<file path="config.mk">
export PLATFORM = sky130hd
export DESIGN_NAME = oam_operand_gen
export DESIGN_NICKNAME = d
export VERILOG_FILES = /design/src/inc/oam_pkg.sv /design/src/hdl/oam_operand_gen.sv /design/src/hdl/oam_addr_calc.sv /design/src/hdl/oam_mem_seq.sv
export SDC_FILE = /design/constraint.sdc
export NUM_CORES = 1
export LEC_CHECK = 0
export BUFFER_PORTS_ARGS = -buffer_cell sky130_fd_sc_hd__buf_2
export CAP_MARGIN = 20
export CORE_ASPECT_RATIO = 0.7
export CORE_MARGIN = 3
export CORE_UTILIZATION = 55
export CTS_BUF_LIST = sky130_fd_sc_hd__clkbuf_16
export CTS_CLUSTER_DIAMETER = 50
export DETAILED_ROUTE_END_ITERATION = 7
export GPL_ROUTABILITY_DRIVEN = 0
export GPL_TIMING_DRIVEN = 0
export MAX_ROUTING_LAYER = met4
export PLACE_DENSITY = 0.82
export SLEW_MARGIN = 0
export SYNTH_ARGS = -nofsm -noshare
export SYNTH_HDL_FRONTEND = slang
export SYNTH_SLANG_ARGS = --single-unit
</file>
<file path="constraint.sdc">
create_clock -name ref_clk -period 28.6 [get_ports ref_clk]
set_clock_uncertainty 0.1 [all_clocks]
set_input_delay 5.72 -clock ref_clk [delete_from_list [all_inputs] [get_ports ref_clk]]
set_output_delay 5.72 -clock ref_clk [all_outputs]
set_load 0.1 [all_outputs]
</file>
<file path="src/inc/oam_pkg.sv">
// Purpose: constants, types and helpers for the operand address generator
// Assumes: one clock, asynchronous active-high reset
// Notes: 20-bit addresses, 16-bit memory words
//
// What this block does
// RULE1: extended absolute address: extension word gives top 4 bits, next word low 16
// RULE2: absolute address is offset from zero; allowed for source and destination
// RULE3: indirect register reads source at 20-bit pointer; pointer register unchanged
// RULE4: indirect register only for source; destination uses indexed with zero offset
// RULE5: autoincrement adds 1 byte, 2 word, 4 address-word right after source access
// RULE6: same register as destination: destination uses already incremented pointer
// RULE7: autoincrement only for source, always full 20-bit addresses
// RULE8: immediate is autoincrement through program counter; counter steps 2 always
// RULE9: base immediate takes 8/16-bit constant from next word, 16-bit destination
// RULE10: extended immediate builds 20-bit constant from extension plus next word
// RULE11: base immediate takes two or three words, one less with constant generator
// RULE12: indirect modes take one to three words; extended absolute/immediate three or four
// RULE13: address-word operands occupy two consecutive words from the operand address
// RULE14: extended forms carry an extension word costing space and extra cycles
// RULE15: base instructions run anywhere in the 1MB space
// RULE16: base set holds 27 implemented instructions; others are emulations
// RULE17: extension high bits latched before following word is fetched

package oam_pkg;

    // ----------------
    // constants
    // ----------------
    localparam int OAM_AW = 20;
    localparam int OAM_DW = 16;
    localparam logic [19:0] OAM_INC_B = 20'h00001;
    localparam logic [19:0] OAM_INC_W = 20'h00002;
    localparam logic [19:0] OAM_INC_A = 20'h00004;
    localparam logic [19:0] OAM_PC_STEP = 20'h00002;
    localparam logic [19:0] OAM_WORD_STEP = 20'h00002;
    localparam logic [4:0] OAM_NUM_BASE_OPS = 5'h1B;
    localparam logic [19:0] OAM_ADDR_RST = 20'h00000;
    localparam logic [15:0] OAM_WORD_RST = 16'h0000;
    localparam logic [3:0] OAM_HI_ZERO = 4'h0;
    localparam logic [2:0] OAM_LEN_ONE = 3'h1;

    // ----------------
    // types
    // ----------------
    typedef logic [19:0] oam_addr_t;
    typedef logic [15:0] oam_word_t;

    typedef enum logic [2:0] {
        OAM_S_REG, OAM_S_IND, OAM_S_AINC, OAM_S_IMM, OAM_S_ABS, OAM_S_CG
    } oam_smode_e;

    typedef enum logic [1:0] {
        OAM_D_REG, OAM_D_IDX, OAM_D_ABS, OAM_D_IND
    } oam_dmode_e;

    typedef enum logic [1:0] {
        OAM_SZ_B, OAM_SZ_W, OAM_SZ_A
    } oam_size_e;

    typedef struct packed {
        logic is_ext;
        logic [3:0] src_hi;
        logic [3:0] dst_hi;
        oam_smode_e smode;
        oam_dmode_e dmode;
        oam_size_e size;
        logic [4:0] op_idx;
        logic [3:0] src_reg;
        logic [3:0] dst_reg;
        oam_addr_t src_ptr;
        oam_addr_t dst_ptr;
        oam_addr_t pc;
        oam_addr_t cg_val;
    } oam_req_s;

    typedef struct packed {
        oam_addr_t src_addr;
        oam_addr_t src_data;
        oam_addr_t dst_addr;
        logic dst_mem;
        logic [2:0] length;
        logic illegal;
    } oam_res_s;

    // ----------------
    // helpers
    // ----------------
    function automatic oam_addr_t oam_join(input logic [3:0] hi, input oam_word_t lo);
        return {hi, lo};
    endfunction

    function automatic oam_addr_t oam_step(input oam_size_e sz);
        oam_addr_t s;
        s = OAM_INC_W;
        if (sz == OAM_SZ_B) begin
            s = OAM_INC_B;
        end else if (sz == OAM_SZ_A) begin
            s = OAM_INC_A;
        end
        return s;
    endfunction

endpackage

</file>
<file path="src/hdl/oam_operand_gen.sv">
// Purpose: operand address generation between decode and memory port
// Assumes: register values and program counter arrive with the request
// Notes: byte operands are read as their whole containing word

`timescale 1ns/1ps

module oam_operand_gen (
    input wire logic ref_clk,
    input wire logic rst,
    input wire logic req_valid,
    input oam_pkg::oam_req_s req,
    output logic req_ready_q,
    output logic fetch_req_q,
    output oam_pkg::oam_addr_t fetch_addr_q,
    input wire logic fetch_ack,
    input oam_pkg::oam_word_t fetch_data,
    output logic mem_req_q,
    output logic mem_we_q,
    output oam_pkg::oam_addr_t mem_addr_q,
    output oam_pkg::oam_word_t mem_wdata_q,
    input wire logic mem_ack,
    input oam_pkg::oam_word_t mem_rdata,
    output logic res_valid_q,
    output oam_pkg::oam_res_s res_q,
    input wire logic wr_valid,
    input oam_pkg::oam_addr_t wr_data,
    output logic reg_we_q,
    output logic [3:0] reg_idx_q,
    output oam_pkg::oam_addr_t reg_val_q,
    output logic pc_we_q,
    output oam_pkg::oam_addr_t pc_val_q
);
    import oam_pkg::*;

    typedef enum logic [3:0] {
        ST_IDLE, ST_EXT, ST_FSRC, ST_FDST, ST_SRC, ST_SWAIT, ST_RES, ST_WAIT, ST_DWR
    } oam_st_e;

    oam_st_e st_q;
    oam_req_s rq_q;
    oam_addr_t pc_q;
    oam_word_t sword_q;
    oam_word_t dword_q;
    oam_addr_t src_data_q;
    oam_addr_t wdata_q;
    logic seq_start_q;
    logic seq_we_q;

    oam_addr_t src_addr;
    oam_addr_t src_imm;
    oam_addr_t dst_addr;
    oam_addr_t ptr_next;
    logic [2:0] length;
    logic src_need;
    logic dst_need;
    logic illegal;
    logic seq_done;
    oam_addr_t seq_rdata;

    // ----------------
    // decode helpers
    // ----------------
    wire accept = req_valid && req_ready_q;
    wire fetch_done = fetch_req_q && fetch_ack;
    wire src_mem = (rq_q.smode == OAM_S_IND) || (rq_q.smode == OAM_S_AINC)
                 || (rq_q.smode == OAM_S_ABS);
    wire dst_mem = (rq_q.dmode == OAM_D_IDX) || (rq_q.dmode == OAM_D_ABS);
    wire is_ainc = rq_q.smode == OAM_S_AINC;
    wire two_words = rq_q.size == OAM_SZ_A;
    wire [19:0] seq_addr = seq_we_q ? dst_addr : src_addr;
    wire [19:0] src_direct = (rq_q.smode == OAM_S_REG) ? rq_q.src_ptr : src_imm;
    wire [19:0] pc_next = pc_q + OAM_PC_STEP;

    // ----------------
    // address arithmetic
    // ----------------
    oam_addr_calc u_calc (
        .req(rq_q),
        .src_word(sword_q),
        .dst_word(dword_q),
        .src_addr(src_addr),
        .src_imm(src_imm),
        .dst_addr(dst_addr),
        .ptr_next(ptr_next),
        .length(length),
        .src_need(src_need),
        .dst_need(dst_need),
        .illegal(illegal)
    );

    // ----------------
    // memory word sequencer
    // ----------------
    oam_mem_seq u_seq (
        .ref_clk(ref_clk),
        .rst(rst),
        .start(seq_start_q),
        .we(seq_we_q),
        .two(two_words),
        .addr(seq_addr),
        .wdata(wdata_q),
        .mem_req_q(mem_req_q),
        .mem_we_q(mem_we_q),
        .mem_addr_q(mem_addr_q),
        .mem_wdata_q(mem_wdata_q),
        .mem_ack(mem_ack),
        .mem_rdata(mem_rdata),
        .done_q(seq_done),
        .rdata_q(seq_rdata)
    );

    // ----------------
    // control sequence
    // ----------------
    always_ff @(posedge ref_clk or posedge rst) begin
        if (rst) begin
            st_q <= ST_IDLE;
            rq_q <= '0;
            pc_q <= OAM_ADDR_RST;
            sword_q <= OAM_WORD_RST;
            dword_q <= OAM_WORD_RST;
            src_data_q <= OAM_ADDR_RST;
            wdata_q <= OAM_ADDR_RST;
            seq_start_q <= 1'b0;
            seq_we_q <= 1'b0;
            req_ready_q <= 1'b1;
            fetch_req_q <= 1'b0;
            fetch_addr_q <= OAM_ADDR_RST;
            res_valid_q <= 1'b0;
            res_q <= '0;
            reg_we_q <= 1'b0;
            reg_idx_q <= OAM_HI_ZERO;
            reg_val_q <= OAM_ADDR_RST;
            pc_we_q <= 1'b0;
            pc_val_q <= OAM_ADDR_RST;
        end else begin
            seq_start_q <= 1'b0;
            res_valid_q <= 1'b0;
            reg_we_q <= 1'b0;
            pc_we_q <= 1'b0;
            unique case (st_q)
                ST_IDLE: if (accept) begin
                    rq_q <= req; // RULE17
                    pc_q <= req.pc; // RULE15
                    req_ready_q <= 1'b0;
                    st_q <= req.is_ext ? ST_EXT : ST_FSRC;
                end
                ST_EXT: st_q <= ST_FSRC; // RULE14
                ST_FSRC: begin
                    if (!src_need) begin
                        st_q <= ST_FDST;
                    end else if (fetch_done) begin
                        sword_q <= fetch_data; // RULE9 RULE10
                        pc_q <= pc_next; // RULE8
                        fetch_req_q <= 1'b0;
                        st_q <= ST_FDST;
                    end else begin
                        fetch_req_q <= 1'b1;
                        fetch_addr_q <= pc_q;
                    end
                end
                ST_FDST: begin
                    if (!dst_need) begin
                        st_q <= ST_SRC;
                    end else if (fetch_done) begin
                        dword_q <= fetch_data;
                        pc_q <= pc_next;
                        fetch_req_q <= 1'b0;
                        st_q <= ST_SRC;
                    end else begin
                        fetch_req_q <= 1'b1;
                        fetch_addr_q <= pc_q;
                    end
                end
                ST_SRC: begin
                    if (src_mem && !illegal) begin
                        seq_start_q <= 1'b1;
                        seq_we_q <= 1'b0;
                        st_q <= ST_SWAIT;
                    end else begin
                        src_data_q <= src_direct;
                        st_q <= ST_RES;
                    end
                end
                ST_SWAIT: if (seq_done) begin
                    src_data_q <= seq_rdata; // RULE13
                    reg_we_q <= is_ainc; // RULE5
                    reg_idx_q <= rq_q.src_reg;
                    reg_val_q <= ptr_next; // RULE5
                    st_q <= ST_RES;
                end
                ST_RES: begin
                    res_valid_q <= 1'b1;
                    res_q.src_addr <= src_addr;
                    res_q.src_data <= src_data_q;
                    res_q.dst_addr <= dst_addr; // RULE6
                    res_q.dst_mem <= dst_mem;
                    res_q.length <= length; // RULE12
                    res_q.illegal <= illegal; // RULE16
                    pc_we_q <= 1'b1;
                    pc_val_q <= pc_q; // RULE8
                    if (dst_mem && !illegal) begin
                        st_q <= ST_WAIT;
                    end else begin
                        req_ready_q <= 1'b1;
                        st_q <= ST_IDLE;
                    end
                end
                ST_WAIT: if (wr_valid) begin
                    wdata_q <= wr_data;
                    seq_start_q <= 1'b1;
                    seq_we_q <= 1'b1; // RULE13
                    st_q <= ST_DWR;
                end
                ST_DWR: if (seq_done) begin
                    req_ready_q <= 1'b1;
                    st_q <= ST_IDLE;
                end
                default: st_q <= ST_IDLE;
            endcase
        end
    end

endmodule // oam_operand_gen

</file>
<file path="src/hdl/oam_addr_calc.sv">
// Purpose: effective address and constant computation
// Assumes: inputs held while results are used
// Notes: purely combinational

`timescale 1ns/1ps

module oam_addr_calc (
    input oam_pkg::oam_req_s req,
    input oam_pkg::oam_word_t src_word,
    input oam_pkg::oam_word_t dst_word,
    output oam_pkg::oam_addr_t src_addr,
    output oam_pkg::oam_addr_t src_imm,
    output oam_pkg::oam_addr_t dst_addr,
    output oam_pkg::oam_addr_t ptr_next,
    output logic [2:0] length,
    output logic src_need,
    output logic dst_need,
    output logic illegal
);
    import oam_pkg::*;

    wire [3:0] hi_s;
    wire [3:0] hi_d;
    wire same_reg;
    wire [19:0] dst_base;
    wire [19:0] dst_index;

    // ----------------
    // source side
    // ----------------
    assign hi_s = req.is_ext ? req.src_hi : OAM_HI_ZERO; // RULE17
    assign src_need = (req.smode == OAM_S_IMM) || (req.smode == OAM_S_ABS);
    assign ptr_next = req.src_ptr + oam_step(req.size); // RULE5
    assign src_addr = (req.smode == OAM_S_ABS) ? oam_join(hi_s, src_word) // RULE1 RULE2
                    : req.src_ptr; // RULE3 RULE7
    assign src_imm = (req.smode == OAM_S_IMM) ? oam_join(hi_s, src_word) // RULE9 RULE10
                   : req.cg_val; // RULE11

    // ----------------
    // destination side
    // ----------------
    assign hi_d = req.is_ext ? req.dst_hi : OAM_HI_ZERO;
    assign dst_need = (req.dmode == OAM_D_IDX) || (req.dmode == OAM_D_ABS);
    assign same_reg = (req.smode == OAM_S_AINC) && (req.src_reg == req.dst_reg);
    assign dst_base = same_reg ? ptr_next : req.dst_ptr; // RULE6
    assign dst_index = req.is_ext ? {req.dst_hi, dst_word} : {{4{dst_word[15]}}, dst_word};
    assign dst_addr = (req.dmode == OAM_D_ABS) ? oam_join(hi_d, dst_word) // RULE2
                    : dst_base + dst_index;

    // ----------------
    // length and legality
    // ----------------
    assign length = OAM_LEN_ONE + {2'b00, req.is_ext} // RULE11 RULE12 RULE14
                  + {2'b00, src_need} + {2'b00, dst_need};
    assign illegal = (req.dmode == OAM_D_IND) // RULE4
                   || (req.op_idx >= OAM_NUM_BASE_OPS); // RULE16

endmodule // oam_addr_calc

</file>
<file path="src/hdl/oam_mem_seq.sv">
// Purpose: one- or two-word operand access on the memory port
// Assumes: memory acknowledges with a one-cycle pulse while request is high
// Notes: second word holds address bits 19:16 in its low nibble

`timescale 1ns/1ps

module oam_mem_seq (
    input wire logic ref_clk,
    input wire logic rst,
    input wire logic start,
    input wire logic we,
    input wire logic two,
    input oam_pkg::oam_addr_t addr,
    input oam_pkg::oam_addr_t wdata,
    output logic mem_req_q,
    output logic mem_we_q,
    output oam_pkg::oam_addr_t mem_addr_q,
    output oam_pkg::oam_word_t mem_wdata_q,
    input wire logic mem_ack,
    input oam_pkg::oam_word_t mem_rdata,
    output logic done_q,
    output oam_pkg::oam_addr_t rdata_q
);
    import oam_pkg::*;

    typedef enum logic [1:0] {SQ_IDLE, SQ_LO, SQ_HI} oam_sq_e;
    oam_sq_e st_q;
    logic two_q;
    logic [3:0] whi_q;

    // ----------------
    // word sequencer
    // ----------------
    always_ff @(posedge ref_clk or posedge rst) begin
        if (rst) begin
            st_q <= SQ_IDLE;
            two_q <= 1'b0;
            whi_q <= OAM_HI_ZERO;
            mem_req_q <= 1'b0;
            mem_we_q <= 1'b0;
            mem_addr_q <= OAM_ADDR_RST;
            mem_wdata_q <= OAM_WORD_RST;
            done_q <= 1'b0;
            rdata_q <= OAM_ADDR_RST;
        end else begin
            done_q <= 1'b0;
            unique case (st_q)
                SQ_IDLE: if (start) begin
                    st_q <= SQ_LO;
                    two_q <= two;
                    whi_q <= wdata[19:16];
                    mem_req_q <= 1'b1;
                    mem_we_q <= we;
                    mem_addr_q <= addr;
                    mem_wdata_q <= wdata[15:0];
                end
                SQ_LO: if (mem_ack) begin
                    rdata_q <= {OAM_HI_ZERO, mem_rdata};
                    if (two_q) begin
                        st_q <= SQ_HI;
                        mem_addr_q <= mem_addr_q + OAM_WORD_STEP; // RULE13
                        mem_wdata_q <= {12'h000, whi_q};
                    end else begin
                        st_q <= SQ_IDLE;
                        mem_req_q <= 1'b0;
                        done_q <= 1'b1;
                    end
                end
                SQ_HI: if (mem_ack) begin
                    rdata_q[19:16] <= mem_rdata[3:0]; // RULE13
                    st_q <= SQ_IDLE;
                    mem_req_q <= 1'b0;
                    done_q <= 1'b1;
                end
                default: st_q <= SQ_IDLE;
            endcase
        end
    end

endmodule // oam_mem_seq

</file>
==> qor.csv <==
stage,metric,value,unit
sta,clock.fmax,0.1307,GHz
route,wl,61.02,mm
clocking,clkTransAtPathRegs,0.07,ns
logic_synthesis,ys_types,70,
route,dr.max_layer_used,met4,
logic_synthesis,synth_area,18470,sq um
clocking,cts_resized,0,
cells_and_area,seq_area,9661,sq um
clocking,cts_hold_buffers,0,
logic_synthesis,ys_seq_area_frac,0.5231,
grt,grt_pass1_wl,92.66,mm
grt,grt_start_max_net_pins,134,
placed_design,dp_hpwl,45.79,mm
route,firstDrtPassIters,6,
floorplanning,core-area,32690,sq um
route,num_vias,16190,
cells_and_area,final_area,22080,sq um
cells_and_area,layout.cells.non_filler,2652,
sta,maxSlewHeadroom,0.3544,
logic_synthesis,ys.flop_type,dfrtp_1,
route,drtAntennaViolNets,0,
floorplanning,start_util,0.5649,
worst_setup_path,crit_type,primary input to flip-flop,
logic_synthesis,async_flop_share,1.000,
route,wl_met3,6.862,mm
clocking,cts_buffers,39,
clocking,cts_setup_buffers,0,
cells_and_area,layout_commonest_cell,dfrtp_1,
grt,grtUsageTotal,0.3456,
run,maxCapViolCount,0,
sta,worst_pin_slew,0.9639,ns
floorplanning,die_y,159.3,um
route,drt-met1-wl,25.35,mm
floorplanning,num_rows,55,
sta,setup_viol,0,
cells_and_area,drive_above_1_share,0.2855,
clocking,clk_latency,0.55,ns
placed_design,portBuffers,337,
min_path,worstHoldPathType,flip-flop to flip-flop,
logic_synthesis,synth-seq-cells,386,
logic_synthesis,yosysWarnings,0,
clocking,cts_tree,done,
cells_and_area,multi_input_area,8299,sq um
route,drtIter0Drc,2033,
floorplanning,die_area,35850,sq um
grt,antenna_found_initial,9,
clocking,clockBufferDepth,3,
sta,post-route-period-util,0.2675,
sta,rsz0062_at_grt,false,
sta,setup_tns,0,ns
worst_setup_path,crit_path_max_fanout,10,
cells_and_area,fillCellCount,2552,
placed_design,placed_area,20750,sq um
cells_and_area,layout_common_cells,"385 x dfrtp_1, 366 x nand2_1, 349 x buf_2",
worst_setup_path,cp-start-kind,primary input,
sta,slew_violations,0,
logic_synthesis,avgSynthCellArea,10.24,sq um
worst_setup_path,arrival,7.94,ns
route,routedWlPerCell,23.01,um
worst_setup_path,end_kind,flip-flop,
floorplanning,ios,339,
grt,grt_pass1_vias,15910,
logic_synthesis,syn-num-nets,2009,
floorplanning,die_width,225.0,um
route,dr_wl_met2,26.03,mm
cells_and_area,syn2layout_area_growth,19.59,%
sta,final.min_clock_period,7.649,ns
status,status,"finished, final reports clean",
clocking,h-tree-depth,2,
logic_synthesis,synth_edf_count,0,
route,drc,0,
logic_synthesis,synth_cells,1804,
cells_and_area,final_nets,2389,
clocking,clock_sinks,386,
sta,hold_violations,0,
grt,gr-total-overflow,0,
clocking,cts-root-buf,clkbuf_16,
placed_design,place_inst,2570,
worst_setup_path,cp_data_required_time,28.89,ns
route,vias_per_cell,6.106,
[routing by layer]
metal | up-vias | global-route usage
met5 | - | -
met4 | 0 | 0.1415
met3 | 182 | 0.09694
met2 | 1023 | 0.4887
met1 | 7904 | 0.4722
li1 | 7083 | -
[logic make-up (layout without fill, tap and decap cells)]
group           count (synthesis)  in the layout  share of synthesized area
fa+ha+maj                      38             38                    0.02697
buf+inv                       128            538                    0.02744
flops                         386            386                     0.5231
other cells                     0             11                          0
mux                           244            244                     0.1459
simple gates                  608            608                     0.1435
compound gates                365            365                     0.1164
xor+xnor                       35             35                    0.01660
[layout make-up]
class	instances	area share
diodes	11	0.001246
plain buffers	103	0.01870
clock buffers	41	0.04646
clock inverters	30	0.01269
inverters	25	0.004589
multi-input cells	1290	0.3758
flip-flops and latches	386	0.4375
well taps	427	0.02419
repair buffers	339	0.07887
[worst paths after layout]
check                                       endpoint                 start  cells past startpoint  slack, ns
worst max-delay path            u_seq.mem_addr_q[10]               mem_ack                      8      20.95
worst min-delay path            u_seq.mem_wdata_q[6]  u_seq.mem_wdata_q[6]                      2       0.37
worst max register to register             res_q[16]              rq_q[93]                     18      23.97
worst min register to register  u_seq.mem_wdata_q[6]  u_seq.mem_wdata_q[6]                      2       0.37
max in group asynchronous        u_seq.mem_addr_q[6]                   rst                      3      21.98
min in group asynchronous               reg_idx_q[1]                   rst                      2       5.27
[synth_stat cells, types with 4 or more instances]
cell type,count,area share
a21oi_1,125,0.034
a21o_1,10,0.0041
nand3_1,32,0.0087
ha_1,35,0.024
o211ai_1,5,0.0020
clkbuf_1,84,0.017
nand3b_1,17,0.0069
o31ai_1,6,0.0024
a211oi_1,28,0.011
o22ai_1,11,0.0037
nand4_1,12,0.0041
a32o_1,4,0.0022
a31oi_1,11,0.0037
a31o_2,4,0.0019
inv_1,23,0.0047
nand2_1,366,0.074
buf_1,5,0.0010
buf_2,12,0.0033
mux2i_1,42,0.023
nor2b_1,6,0.0020
mux2_2,202,0.12
nor2_1,98,0.020
xor2_1,17,0.0081
nand2b_1,8,0.0027
o21ai_0,124,0.034
xnor2_1,18,0.0085
and3_1,14,0.0047
o21a_1,4,0.0016
dfrtp_1,385,0.52
a21boi_0,4,0.0016
nor3_1,25,0.0068
or3_1,4,0.0014
and2_1,10,0.0034
[worst max-delay path, cell delays in order]
cell	delay [ns]
clkbuf_1	0.39
nand2_1	0.16
a211oi_1	0.37
clkbuf_1	0.43
clkbuf_1	0.48
nand2_1	0.09
a21oi_1	0.17
o21ai_0	0.13
[state kept, by name, indices dropped and copies added, names as in the netlist, 2 cells and up]
register / count
wdata_q: 20
res_q: 65
reg_idx_q: 4
u_seq.mem_addr_q: 20
st_q: 4
u_seq.rdata_q: 20
u_seq.whi_q: 4
sword_q: 16
pc_q: 20
fetch_addr_q: 20
pc_val_q: 20
u_seq.mem_wdata_q: 16
u_seq.st_q: 2
dword_q: 16
reg_val_q: 20
src_data_q: 20
rq_q: 89
[stage by stage]
step | utilization | hold slack, ns | worst slack (ns)
CTS | 0.6748 | 0.3695 | 21.04
detailed placement | 0.6348 | 0.3547 | 20.49
floorplan | - | 0.3386 | 12.05
global route | 0.6754 | 0.3918 | 20.80
global placement | 0.6329 | 0.3457 | 8.361
finish | 0.6756 | 0.3666 | 20.95
Power is not shown: default switching activity piles up to over one toggle a cycle in this logic, so the estimate is an artifact.
